File: config.mk
export PLATFORM = sky130hd
export DESIGN_NAME = mdb_decode
export DESIGN_NICKNAME = d
export VERILOG_FILES = /design/src/rtl/mdb_cycle_cnt.v /design/src/rtl/mdb_decode.v
export VERILOG_INCLUDE_DIRS = /design/src /design/src/rtl
export SDC_FILE = /design/constraint.sdc
export NUM_CORES = 1
export LEC_CHECK = 0
export BUFFER_PORTS_ARGS = -buffer_cell sky130_fd_sc_hd__buf_2
export CAP_MARGIN = 20
export CORE_MARGIN = 3
export CORE_UTILIZATION = 59
export DETAILED_ROUTE_END_ITERATION = 10
export PLACE_DENSITY = 0.93
export SLEW_MARGIN = 20
export SYNTH_ARGS = -nofsm -noshare
export SYNTH_HDL_FRONTEND = slang
export SYNTH_SLANG_ARGS = --single-unit
File: constraint.sdc
create_clock -name ref_clk -period 5.9 [get_ports ref_clk]
set_input_delay 0.885 -clock ref_clk [delete_from_list [all_inputs] [get_ports ref_clk]]
set_output_delay 0.885 -clock ref_clk [all_outputs]
set_load 0.03 [all_outputs]
File: src/rtl/mdb_decode_defs.vh
// Purpose: constants for the move, branch and boolean opcode decoder
// Assumes: one machine cycle is one ref_clk cycle
// Notes:   grouped opcodes are matched on a prefix (P5 = bits 7:3, P7 = bits 7:1) or, for absolute jump and call, on bits 4:0 (L5)
// Notes on behaviour
// - 0xe8-0xef copy working register to accumulator, one byte, one cycle.
// - 0xe5 loads direct byte to accumulator, two bytes, two cycles.
// - 0xe6-0xe7 load indirect RAM byte to accumulator, one byte, two cycles.
// - 0x74 loads immediate byte to accumulator, two bytes, two cycles.
// - 0xf8-0xff copy accumulator to working register, one byte, two cycles.
// - 0xa8-0xaf direct to register two bytes; 0x85 direct to direct three bytes; three cycles.
// - 0xa6-0xa7 store direct byte to indirect RAM, two bytes, three cycles.
// - 0x90 loads 16-bit constant into data_pointer, three bytes, three cycles.
// - code fetch at acc plus data_pointer 0x93 seven cycles, plus pc 0x83 eight.
// - external read, 8-bit address 0xe2-0xe3 five cycles, data_pointer 0xe0 six.
// - external write, 8-bit address 0xf2-0xf3 four cycles, data_pointer 0xf0 five.
// - 0xc0 push two bytes five cycles; 0xd0 pop two bytes four cycles.
// - 0xd6-0xd7 swap only low nibbles with indirect RAM byte, four cycles.
// - 0x80 relative jump two bytes four cycles; 0x73 indirect jump six cycles.
// - 0x60 zero, 0x70 nonzero accumulator branch; two bytes, three or five cycles.
// - 0x40 carry set, 0x50 carry clear branch; two bytes, two or four cycles.
// - 0x20 bit set, 0x30 clear, 0x10 set-and-clear; three bytes, four or six.
// - compare_branch_unequal 0xb5,0xb4,0xb8-0xbf,0xb6-0xb7; three bytes, four or six.
// - decrement branch: register 0xd8-0xdf 3/5 cycles; direct 0xd5 three bytes 4/6.
// - 0x82 and 0xb0 AND carry with bit or complement, two bytes, two cycles.
// - 0x72 and 0xa0 OR carry with bit or complement, two bytes, two cycles.
// - 0x92 carry to bit three cycles; 0xa2 bit to carry two cycles.
`ifndef MDB_DECODE_DEFS_VH
`define MDB_DECODE_DEFS_VH

// widths, lengths, cycle counts
`define MDB_CYC_W        5
`define MDB_L1           2'h1
`define MDB_L2           2'h2
`define MDB_L3           2'h3
`define MDB_C1           5'h01
`define MDB_C2           5'h02
`define MDB_C3           5'h03
`define MDB_C4           5'h04
`define MDB_C5           5'h05
`define MDB_C6           5'h06
`define MDB_C7           5'h07
`define MDB_C8           5'h08
`define MDB_TAKEN_EXTRA  5'h02

// branch condition kinds
`define MDB_K_NONE       4'h0
`define MDB_K_ALWAYS     4'h1
`define MDB_K_AZ         4'h2
`define MDB_K_ANZ        4'h3
`define MDB_K_C          4'h4
`define MDB_K_NC         4'h5
`define MDB_K_B          4'h6
`define MDB_K_NB         4'h7
`define MDB_K_NE         4'h8
`define MDB_K_DNZ        4'h9

// opcode prefixes, bits 7:3
`define MDB_P5_MOV_A_REG   5'h1d
`define MDB_P5_MOV_REG_A   5'h1f
`define MDB_P5_MOV_REG_DIR 5'h15
`define MDB_P5_MOV_REG_IMM 5'h0f
`define MDB_P5_MOV_DIR_REG 5'h11
`define MDB_P5_XCH_REG     5'h19
`define MDB_P5_CBNE_REG    5'h17
`define MDB_P5_DBNZ_REG    5'h1b
// opcode prefixes, bits 7:1
`define MDB_P7_MOV_A_IND   7'h73
`define MDB_P7_MOV_DIR_IND 7'h43
`define MDB_P7_MOV_IND_A   7'h7b
`define MDB_P7_MOV_IND_DIR 7'h53
`define MDB_P7_MOV_IND_IMM 7'h3b
`define MDB_P7_XRD_IND     7'h71
`define MDB_P7_XWR_IND     7'h79
`define MDB_P7_XCH_IND     7'h63
`define MDB_P7_XNIB        7'h6b
`define MDB_P7_CBNE_IND    7'h5b
// absolute jump and call, bits 4:0
`define MDB_L5_AJMP        5'h01
`define MDB_L5_ACALL       5'h11
// full opcodes
`define MDB_OP_MOV_A_DIR   8'he5
`define MDB_OP_MOV_A_IMM   8'h74
`define MDB_OP_MOV_DIR_A   8'hf5
`define MDB_OP_MOV_DIR_DIR 8'h85
`define MDB_OP_MOV_DIR_IMM 8'h75
`define MDB_OP_MOV_DP_IMM  8'h90
`define MDB_OP_CODE_DP     8'h93
`define MDB_OP_CODE_PC     8'h83
`define MDB_OP_XRD_DP      8'he0
`define MDB_OP_XWR_DP      8'hf0
`define MDB_OP_PUSH        8'hc0
`define MDB_OP_POP         8'hd0
`define MDB_OP_XCH_DIR     8'hc5
`define MDB_OP_LCALL       8'h12
`define MDB_OP_RET         8'h22
`define MDB_OP_RETI        8'h32
`define MDB_OP_LJMP        8'h02
`define MDB_OP_RJMP        8'h80
`define MDB_OP_JMP_IND     8'h73
`define MDB_OP_JZ          8'h60
`define MDB_OP_JNZ         8'h70
`define MDB_OP_JC          8'h40
`define MDB_OP_JNC         8'h50
`define MDB_OP_JB          8'h20
`define MDB_OP_JNB         8'h30
`define MDB_OP_JTC         8'h10
`define MDB_OP_CBNE_DIR    8'hb5
`define MDB_OP_CBNE_IMM    8'hb4
`define MDB_OP_DBNZ_DIR    8'hd5
`define MDB_OP_NOP         8'h00
`define MDB_OP_CLR_C       8'hc3
`define MDB_OP_CLR_BIT     8'hc2
`define MDB_OP_SETB_C      8'hd3
`define MDB_OP_SETB_BIT    8'hd2
`define MDB_OP_CPL_C       8'hb3
`define MDB_OP_CPL_BIT     8'hb2
`define MDB_OP_ANL_C       8'h82
`define MDB_OP_ANL_NC      8'hb0
`define MDB_OP_ORL_C       8'h72
`define MDB_OP_ORL_NC      8'ha0
`define MDB_OP_MOV_C_BIT   8'ha2
`define MDB_OP_MOV_BIT_C   8'h92

`endif

File: src/rtl/mdb_cycle_cnt.v
// Purpose: machine-cycle down counter that paces one instruction
// Assumes: load only while ready_r is high; load_val is at least one
// Notes:   ready_r rises in the last busy cycle so issues run back to back
module mdb_cycle_cnt #(
  parameter W = 5
) (
  // clock, reset, enable
  input  wire         ref_clk,
  input  wire         rst,
  input  wire         ce,
  // new instruction
  input  wire         load,
  input  wire [W-1:0] load_val,
  // state
  output reg          busy_r,
  output reg          last_r,
  output reg          ready_r
);

  reg  [W-1:0] cnt_r;
  wire         load_one;
  wire         cnt_two;

  assign load_one = (load_val == {{(W-1){1'b0}}, 1'b1});
  assign cnt_two  = (cnt_r == {{(W-2){1'b0}}, 2'b10});

  always @(posedge ref_clk)
  begin
    if (rst)
    begin
      cnt_r   <= {W{1'b0}};
      busy_r  <= 1'b0;
      last_r  <= 1'b0;
      ready_r <= 1'b1;
    end
    else if (ce)
    begin
      if (load)
      begin
        cnt_r   <= load_val;
        busy_r  <= 1'b1;
        last_r  <= load_one;
        ready_r <= load_one;
      end
      else if (busy_r)
      begin
        if (last_r)
        begin
          cnt_r   <= {W{1'b0}};
          busy_r  <= 1'b0;
          last_r  <= 1'b0;
          ready_r <= 1'b1;
        end
        else
        begin
          cnt_r   <= cnt_r - 1'b1;
          last_r  <= cnt_two;
          ready_r <= cnt_two;
        end
      end
    end
  end

endmodule // mdb_cycle_cnt

File: src/rtl/mdb_decode.v
// Purpose: decode and cycle timing for move, branch and boolean opcodes
// Assumes: condition inputs come from datapath logic on ref_clk, valid with issue
// Notes:   decode results hold until the next accepted issue;
//          opcodes outside this group decode as one byte, one cycle, unknown
`include "mdb_decode_defs.vh"

module mdb_decode (
  // clock, reset, enable
  input  wire        ref_clk,
  input  wire        rst,
  input  wire        ce,
  // instruction issue
  input  wire        issue,
  input  wire [7:0]  opcode,
  // branch conditions from the datapath
  input  wire        acc_zero,
  input  wire        carry_flag,
  input  wire        addr_bit,
  input  wire        cmp_unequal,
  input  wire        dec_nonzero,
  // sequencing
  output wire        ready_r,
  output wire        busy_r,
  output wire        done_r,
  // decode results
  output reg  [7:0]  opcode_r,
  output reg  [1:0]  len_r,
  output reg  [4:0]  cycles_r,
  output reg  [3:0]  cond_r,
  output reg         taken_r,
  output reg         unknown_r,
  // operand selects
  output reg  [2:0]  wreg_sel_r,
  output reg         ptr_sel_r,
  // datapath actions
  output reg         ext_rd_r,
  output reg         ext_wr_r,
  output reg         wide_addr_r,
  output reg         code_fetch_r,
  output reg         stack_push_r,
  output reg         stack_pop_r,
  output reg         nibble_only_r,
  output reg         bit_clear_r
);

  wire [4:0] op5;
  wire [6:0] op7;
  wire [4:0] lo5;
  wire       issue_ok;

  reg  [1:0] d_len;
  reg  [4:0] d_nt;
  reg  [3:0] d_cond;
  reg        d_unk;
  reg        cond_true;
  wire       cond_branch;
  wire       redirect;
  wire [4:0] d_extra;
  wire [4:0] d_cycles;

  assign op5 = opcode[7:3];
  assign op7 = opcode[7:1];
  assign lo5 = opcode[4:0];

  // held off while the previous instruction still has cycles to run
  assign issue_ok = ce & issue & ready_r;

  // length and not-taken cycle count per opcode group
  always @*
  begin
    {d_len, d_nt} = {`MDB_L1, `MDB_C1};
    d_unk         = 1'b0;
    case (1'b1)
      (op5 == `MDB_P5_MOV_A_REG):   {d_len, d_nt} = {`MDB_L1, `MDB_C1};
      (opcode == `MDB_OP_MOV_A_DIR): {d_len, d_nt} = {`MDB_L2, `MDB_C2};
      (op7 == `MDB_P7_MOV_A_IND):   {d_len, d_nt} = {`MDB_L1, `MDB_C2};
      (opcode == `MDB_OP_MOV_A_IMM): {d_len, d_nt} = {`MDB_L2, `MDB_C2};
      (op5 == `MDB_P5_MOV_REG_A):   {d_len, d_nt} = {`MDB_L1, `MDB_C2};
      (op5 == `MDB_P5_MOV_REG_DIR): {d_len, d_nt} = {`MDB_L2, `MDB_C3};
      (op5 == `MDB_P5_MOV_REG_IMM): {d_len, d_nt} = {`MDB_L2, `MDB_C2};
      (opcode == `MDB_OP_MOV_DIR_A): {d_len, d_nt} = {`MDB_L2, `MDB_C2};
      (op5 == `MDB_P5_MOV_DIR_REG): {d_len, d_nt} = {`MDB_L2, `MDB_C2};
      (opcode == `MDB_OP_MOV_DIR_DIR): {d_len, d_nt} = {`MDB_L3, `MDB_C3};
      (op7 == `MDB_P7_MOV_DIR_IND): {d_len, d_nt} = {`MDB_L2, `MDB_C3};
      (opcode == `MDB_OP_MOV_DIR_IMM): {d_len, d_nt} = {`MDB_L3, `MDB_C3};
      (op7 == `MDB_P7_MOV_IND_A):   {d_len, d_nt} = {`MDB_L1, `MDB_C2};
      (op7 == `MDB_P7_MOV_IND_DIR): {d_len, d_nt} = {`MDB_L2, `MDB_C3};
      (op7 == `MDB_P7_MOV_IND_IMM): {d_len, d_nt} = {`MDB_L2, `MDB_C2};
      (opcode == `MDB_OP_MOV_DP_IMM): {d_len, d_nt} = {`MDB_L3, `MDB_C3};
      (opcode == `MDB_OP_CODE_DP):  {d_len, d_nt} = {`MDB_L1, `MDB_C7};
      (opcode == `MDB_OP_CODE_PC):  {d_len, d_nt} = {`MDB_L1, `MDB_C8};
      (op7 == `MDB_P7_XRD_IND):     {d_len, d_nt} = {`MDB_L1, `MDB_C5};
      (opcode == `MDB_OP_XRD_DP):   {d_len, d_nt} = {`MDB_L1, `MDB_C6};
      (op7 == `MDB_P7_XWR_IND):     {d_len, d_nt} = {`MDB_L1, `MDB_C4};
      (opcode == `MDB_OP_XWR_DP):   {d_len, d_nt} = {`MDB_L1, `MDB_C5};
      (opcode == `MDB_OP_PUSH):     {d_len, d_nt} = {`MDB_L2, `MDB_C5};
      (opcode == `MDB_OP_POP):      {d_len, d_nt} = {`MDB_L2, `MDB_C4};
      (op5 == `MDB_P5_XCH_REG):     {d_len, d_nt} = {`MDB_L1, `MDB_C3};
      (opcode == `MDB_OP_XCH_DIR):  {d_len, d_nt} = {`MDB_L2, `MDB_C4};
      (op7 == `MDB_P7_XCH_IND):     {d_len, d_nt} = {`MDB_L1, `MDB_C4};
      (op7 == `MDB_P7_XNIB):        {d_len, d_nt} = {`MDB_L1, `MDB_C4};
      (lo5 == `MDB_L5_ACALL):       {d_len, d_nt} = {`MDB_L2, `MDB_C7};
      (opcode == `MDB_OP_LCALL):    {d_len, d_nt} = {`MDB_L3, `MDB_C7};
      (opcode == `MDB_OP_RET):      {d_len, d_nt} = {`MDB_L1, `MDB_C8};
      (opcode == `MDB_OP_RETI):     {d_len, d_nt} = {`MDB_L1, `MDB_C8};
      (lo5 == `MDB_L5_AJMP):        {d_len, d_nt} = {`MDB_L2, `MDB_C4};
      (opcode == `MDB_OP_LJMP):     {d_len, d_nt} = {`MDB_L3, `MDB_C5};
      (opcode == `MDB_OP_RJMP):     {d_len, d_nt} = {`MDB_L2, `MDB_C4};
      (opcode == `MDB_OP_JMP_IND):  {d_len, d_nt} = {`MDB_L1, `MDB_C6};
      (opcode == `MDB_OP_JZ):       {d_len, d_nt} = {`MDB_L2, `MDB_C3};
      (opcode == `MDB_OP_JNZ):      {d_len, d_nt} = {`MDB_L2, `MDB_C3};
      (opcode == `MDB_OP_JC):       {d_len, d_nt} = {`MDB_L2, `MDB_C2};
      (opcode == `MDB_OP_JNC):      {d_len, d_nt} = {`MDB_L2, `MDB_C2};
      (opcode == `MDB_OP_JB):       {d_len, d_nt} = {`MDB_L3, `MDB_C4};
      (opcode == `MDB_OP_JNB):      {d_len, d_nt} = {`MDB_L3, `MDB_C4};
      (opcode == `MDB_OP_JTC):      {d_len, d_nt} = {`MDB_L3, `MDB_C4};
      (opcode == `MDB_OP_CBNE_DIR): {d_len, d_nt} = {`MDB_L3, `MDB_C4};
      (opcode == `MDB_OP_CBNE_IMM): {d_len, d_nt} = {`MDB_L3, `MDB_C4};
      (op5 == `MDB_P5_CBNE_REG):    {d_len, d_nt} = {`MDB_L3, `MDB_C4};
      (op7 == `MDB_P7_CBNE_IND):    {d_len, d_nt} = {`MDB_L3, `MDB_C4};
      (op5 == `MDB_P5_DBNZ_REG):    {d_len, d_nt} = {`MDB_L2, `MDB_C3};
      (opcode == `MDB_OP_DBNZ_DIR): {d_len, d_nt} = {`MDB_L3, `MDB_C4};
      (opcode == `MDB_OP_NOP):      {d_len, d_nt} = {`MDB_L1, `MDB_C1};
      (opcode == `MDB_OP_CLR_C):    {d_len, d_nt} = {`MDB_L1, `MDB_C1};
      (opcode == `MDB_OP_CLR_BIT):  {d_len, d_nt} = {`MDB_L2, `MDB_C3};
      (opcode == `MDB_OP_SETB_C):   {d_len, d_nt} = {`MDB_L1, `MDB_C1};
      (opcode == `MDB_OP_SETB_BIT): {d_len, d_nt} = {`MDB_L2, `MDB_C3};
      (opcode == `MDB_OP_CPL_C):    {d_len, d_nt} = {`MDB_L1, `MDB_C1};
      (opcode == `MDB_OP_CPL_BIT):  {d_len, d_nt} = {`MDB_L2, `MDB_C3};
      (opcode == `MDB_OP_ANL_C):    {d_len, d_nt} = {`MDB_L2, `MDB_C2};
      (opcode == `MDB_OP_ANL_NC):   {d_len, d_nt} = {`MDB_L2, `MDB_C2};
      (opcode == `MDB_OP_ORL_C):    {d_len, d_nt} = {`MDB_L2, `MDB_C2};
      (opcode == `MDB_OP_ORL_NC):   {d_len, d_nt} = {`MDB_L2, `MDB_C2};
      (opcode == `MDB_OP_MOV_C_BIT): {d_len, d_nt} = {`MDB_L2, `MDB_C2};
      (opcode == `MDB_OP_MOV_BIT_C): {d_len, d_nt} = {`MDB_L2, `MDB_C3};
      default:                      d_unk = 1'b1;
    endcase
  end

  // branch condition kind per opcode
  always @*
  begin
    d_cond = `MDB_K_NONE;
    case (1'b1)
      (opcode == `MDB_OP_RJMP),
      (opcode == `MDB_OP_JMP_IND),
      (opcode == `MDB_OP_LJMP),
      (opcode == `MDB_OP_LCALL),
      (opcode == `MDB_OP_RET),
      (opcode == `MDB_OP_RETI),
      (lo5 == `MDB_L5_AJMP),
      (lo5 == `MDB_L5_ACALL):       d_cond = `MDB_K_ALWAYS;
      (opcode == `MDB_OP_JZ):       d_cond = `MDB_K_AZ;
      (opcode == `MDB_OP_JNZ):      d_cond = `MDB_K_ANZ;
      (opcode == `MDB_OP_JC):       d_cond = `MDB_K_C;
      (opcode == `MDB_OP_JNC):      d_cond = `MDB_K_NC;
      (opcode == `MDB_OP_JB),
      (opcode == `MDB_OP_JTC):      d_cond = `MDB_K_B;
      (opcode == `MDB_OP_JNB):      d_cond = `MDB_K_NB;
      (opcode == `MDB_OP_CBNE_DIR),
      (opcode == `MDB_OP_CBNE_IMM),
      (op5 == `MDB_P5_CBNE_REG),
      (op7 == `MDB_P7_CBNE_IND):    d_cond = `MDB_K_NE;
      (op5 == `MDB_P5_DBNZ_REG),
      (opcode == `MDB_OP_DBNZ_DIR): d_cond = `MDB_K_DNZ;
      default:                      d_cond = `MDB_K_NONE;
    endcase
  end

  // sample the datapath condition in the issue cycle
  always @*
  begin
    case (d_cond)
      `MDB_K_ALWAYS: cond_true = 1'b1;
      `MDB_K_AZ:     cond_true = acc_zero;
      `MDB_K_ANZ:    cond_true = ~acc_zero;
      `MDB_K_C:      cond_true = carry_flag;
      `MDB_K_NC:     cond_true = ~carry_flag;
      `MDB_K_B:      cond_true = addr_bit;
      `MDB_K_NB:     cond_true = ~addr_bit;
      `MDB_K_NE:     cond_true = cmp_unequal;
      `MDB_K_DNZ:    cond_true = dec_nonzero;
      default:       cond_true = 1'b0;
    endcase
  end

  // unconditional transfers are already costed in full; only tested ones add
  assign cond_branch = (d_cond != `MDB_K_NONE) & (d_cond != `MDB_K_ALWAYS);
  assign redirect    = cond_true;
  assign d_extra     = (cond_branch & redirect) ? `MDB_TAKEN_EXTRA : 5'h00;
  assign d_cycles    = d_nt + d_extra;

  // one machine cycle per ref_clk cycle
  mdb_cycle_cnt #(
    .W        (`MDB_CYC_W)
  ) u_cnt (
    .ref_clk  (ref_clk),
    .rst      (rst),
    .ce       (ce),
    .load     (issue_ok),
    .load_val (d_cycles),
    .busy_r   (busy_r),
    .last_r   (done_r),
    .ready_r  (ready_r)
  );

  always @(posedge ref_clk)
  begin
    if (rst)
    begin
      opcode_r      <= 8'h00;
      len_r         <= 2'h0;
      cycles_r      <= 5'h00;
      cond_r        <= `MDB_K_NONE;
      taken_r       <= 1'b0;
      unknown_r     <= 1'b0;
      wreg_sel_r    <= 3'h0;
      ptr_sel_r     <= 1'b0;
      ext_rd_r      <= 1'b0;
      ext_wr_r      <= 1'b0;
      wide_addr_r   <= 1'b0;
      code_fetch_r  <= 1'b0;
      stack_push_r  <= 1'b0;
      stack_pop_r   <= 1'b0;
      nibble_only_r <= 1'b0;
      bit_clear_r   <= 1'b0;
    end
    else if (issue_ok)
    begin
      opcode_r      <= opcode;
      len_r         <= d_len;
      cycles_r      <= d_cycles;
      cond_r        <= d_cond;
      taken_r       <= redirect;
      unknown_r     <= d_unk;
      // working register in bits 2:0, indirect pointer in bit 0
      wreg_sel_r    <= opcode[2:0];
      ptr_sel_r     <= opcode[0];
      ext_rd_r      <= (op7 == `MDB_P7_XRD_IND) | (opcode == `MDB_OP_XRD_DP);
      ext_wr_r      <= (op7 == `MDB_P7_XWR_IND) | (opcode == `MDB_OP_XWR_DP);
      wide_addr_r   <= (opcode == `MDB_OP_XRD_DP) | (opcode == `MDB_OP_XWR_DP);
      code_fetch_r  <= (opcode == `MDB_OP_CODE_DP) | (opcode == `MDB_OP_CODE_PC);
      stack_push_r  <= (opcode == `MDB_OP_PUSH);
      stack_pop_r   <= (opcode == `MDB_OP_POP);
      nibble_only_r <= (op7 == `MDB_P7_XNIB);
      // clear happens only on the path where the bit was found set
      bit_clear_r   <= (opcode == `MDB_OP_JTC) & addr_bit;
    end
  end

endmodule // mdb_decode

==> flow_summary.ini <==
[layout]
nets = 413
multi_input_area_sq_mm = 0.00165
drive_above_1_share_pct = 18.1
layout_common_cells = nand2_1 (69), buf_2 (52), a21oi_1 (43), dfxtp_1 (37), nor2_1 (25)
final_common_cell = nand2_1
finish.utilization_pct = 69.3
stdcell_area_sq_mm = 0.00285
final-seq-area_sq_um = 741
fillCellCount = 360
area_growth_pct = 10.8
diodes = 0

[clock_network]
cts.sinks = 37
htree_num_levels = 2
cts_made_buffers = 5
clockRootBuffer = clkbuf_8
post_cts_resized = 0
clk_latency_ns = 0.29
cts_buffer_depth = 2
cts_tree = built
postCtsHoldBufs = 0
postCtsSetupRepairBufs = 0
path_clk_slew_ns = 0.07

[die]
die_x_um = 72.0
dieArea_sq_mm = 0.00519
core_region_area_sq_mm = 0.00412
start_util_pct = 62.5
io_pins = 53
rows = 23
die_y_um = 72.0

[logic_synthesis]
synthFlopType = dfxtp_1
synth-async-reset-ratio_pct = 0
synth-edff-count = 0
ys_ff_latch = 37
synth_area_sq_mm = 0.00257
ys_warn_count = 0
syn-instance-count = 365
synth_nets = 386
yosysUniqueCellTypes = 63
avgSynthCellArea_sq_um = 7.05
yosysSeqAreaShare_pct = 28.8

[grt]
grt_most_used_layer = met2
grt_pass1_vias = 2553
grtUsageMet3_pct = 6.65
grt_remaining_overflow = 0
antenna_found_initial = 0
grt_pass1_wl_mm = 12.6
grt_max_degree = 39
globalRouteMet1Util_pct = 40.2
gr-usage-met2_pct = 46.7
track_usage_pct = 30.0

[timing]
hold_violations = 0
relSlewSlack_pct = 30.7
drv_slew = 0
fin_crit_sh_pct = 63.5
rsz0062_at_grt = false
fin_worst_skew_ns = 0.00453
setup_viol = 0
max_freq_mhz = 267
worst_pin_slew_ns = 1.04
layout_min_cycle_time_ns = 3.75
fin_tns_setup_ns = 0

[power]
powerDensity_mw_per_mm2 = 214
p_int_w = 0.000403
switching_share_pct = 33.9
power_w = 0.000610
ir_drop_v = 0.000136
comb_power_share_pct = 24.9
p_switching_w = 0.000207
pwr-share-clk_pct = 30.8
leakage_nw = 1.14
seq_power_share_pct = 44.3

[setup_path]
rrSetupSlack_ns = 3.87
cpLargestDelayFamily = simple AND/OR/NAND/NOR gates
rr_endpoint = len_r[0]$_SDFFE_PP0P_
critPathCaptureType = flip-flop
cp.arrival_ns = 3.97
crit_fanout = 32
path_cells = buf_2 -> nor4bb_1 -> o21ai_0 -> o21ai_1 -> mux2i_1 -> o211ai_1 -> ha_1 -> ha_1 -> xnor2_2 -> or4b_1 -> o21ai_1
path_class = primary input to flip-flop
reg2reg_depth = 4
worstPathBufferInverterCount = 1
r2r_start = u_cnt.ready_r$_SDFFE_PP1P_
cp_slowest_cell = nor4bb_1
critPathMaxStageDelay_ns = 0.67
cp.required_ns = 6.12
start_kind = primary input

[place]
gp_congestion = 1.05
postPlaceCellArea_sq_mm = 0.00276
port_buffers = 52
dp_hpwl_mm = 5.21

[detailed_routing]
vias_per_cell = 6.61
drcViolationCount = 0
routedWlPerCell_um = 17.4
finalWirelength_mm = 7.70
drtPass1Iterations = 6
drtIter0Drc = 387
ant_nets = 0
vias = 2930

[status]
outcome = complete, no violations

[min_path]
min_from = nibble_only_r$_SDFFE_PP0P_
min_delay_path_depth = 2
hp-class = flip-flop to flip-flop
holdPathEnd = nibble_only_r$_SDFFE_PP0P_

[job]
maxCapViolCount = 0
Yosys cell counts, types with 3 or more instances:
master / count / area share (%)
and3b_1: 3 / 1.0
a21oi_1: 43 / 8.4
nor2b_1: 7 / 1.7
buf_2: 10 / 1.9
nor3_1: 13 / 2.5
o21ai_1: 4 / 0.78
nand2b_1: 5 / 1.2
o21ai_0: 16 / 3.1
ha_1: 4 / 1.9
nand4_1: 9 / 2.2
nand2_1: 69 / 10
buf_4: 4 / 1.2
nor3b_1: 4 / 1.2
o2111ai_1: 4 / 1.4
a31oi_1: 3 / 0.73
o31ai_1: 3 / 0.88
clkbuf_1: 19 / 2.8
nor4b_1: 3 / 1.0
and3_1: 3 / 0.73
nor2_1: 25 / 3.6
dfxtp_1: 37 / 29
a211oi_1: 3 / 0.88
inv_1: 8 / 1.2
nor4_1: 4 / 0.97
o211ai_1: 5 / 1.5
nand3_1: 11 / 2.1
power by group through the flow:
stage | Combinational, W | Sequential, W | Clock [W]
after floorplan | 0.0000944 | 0.000292 | 0
after CTS | 0.000148 | 0.000271 | 0.000189
after global routing | 0.000166 | 0.000272 | 0.000196
after detailed placement | 0.000146 | 0.000276 | 0
after global placement | 0.000144 | 0.000275 | 0
final | 0.000152 | 0.000271 | 0.000188
per-layer routing:
layer | share of wire, % | up-vias
li1 | - | 1365
met1 | 40 | 1316
met2 | 45 | 217
met3 | 11 | 32
met4 | 3.7 | 0
met5 | 0 | -
cell families after synthesis:
family	count (synthesis)	share of synthesized area [%]
and+or+nand+nor	177	35.2
AOI/OAI and AO/OA	101	25.2
buffers and inverters	42	7.20
DFF	37	28.8
adders and majority gates	4	1.95
xor gates and xnor gates	3	1.31
muxes	1	0.389
stage by stage:
step / instances / setup slack [ns] / hold slack, ns
final: 443 / 2.15 / 0.449
after global routing: 443 / 1.98 / 0.471
after CTS: 443 / 2.23 / 0.455
after detailed placement: 435 / 1.98 / 0.444
after global placement: 435 / 2.00 / 0.438
after floorplan: 365 / 2.44 / 0.513
how the worst max path moves through the flow:
stage	from	end	slack, ns	depth (start not counted)
finish	opcode[1]	u_cnt.last_r$_SDFFE_PP0P_	2.15	11
global route	opcode[1]	u_cnt.last_r$_SDFFE_PP0P_	1.98	11
CTS	opcode[1]	u_cnt.last_r$_SDFFE_PP0P_	2.23	11
detailed placement	opcode[1]	u_cnt.last_r$_SDFFE_PP0P_	1.98	11
global placement	opcode[1]	u_cnt.last_r$_SDFFE_PP0P_	2.00	11
floorplan	opcode[3]	u_cnt.last_r$_SDFFE_PP0P_	2.44	9
sequential cells by signal (all words and copies together), names as in the netlist, 2 cells and up:
name and flops:
opcode_r 8, cycles_r 5, u_cnt.cnt_r 5, cond_r 4
len_r 2
tightest hold or removal path, stage by stage (launching register included):
cell and delay [ns]:
dfxtp_1 0.31, nand2_1 0.05, a21oi_1 0.05
final cells by class:
type,count,share of cell area [%]
multi-input cells,286,57.7
flip-flops and latches,37,26.0
repair buffers,54,9.65
clock buffers,6,2.90
well taps,50,2.19
inverters,8,1.05
clock inverters,2,0.483
Power figures use the tool's default switching activity.
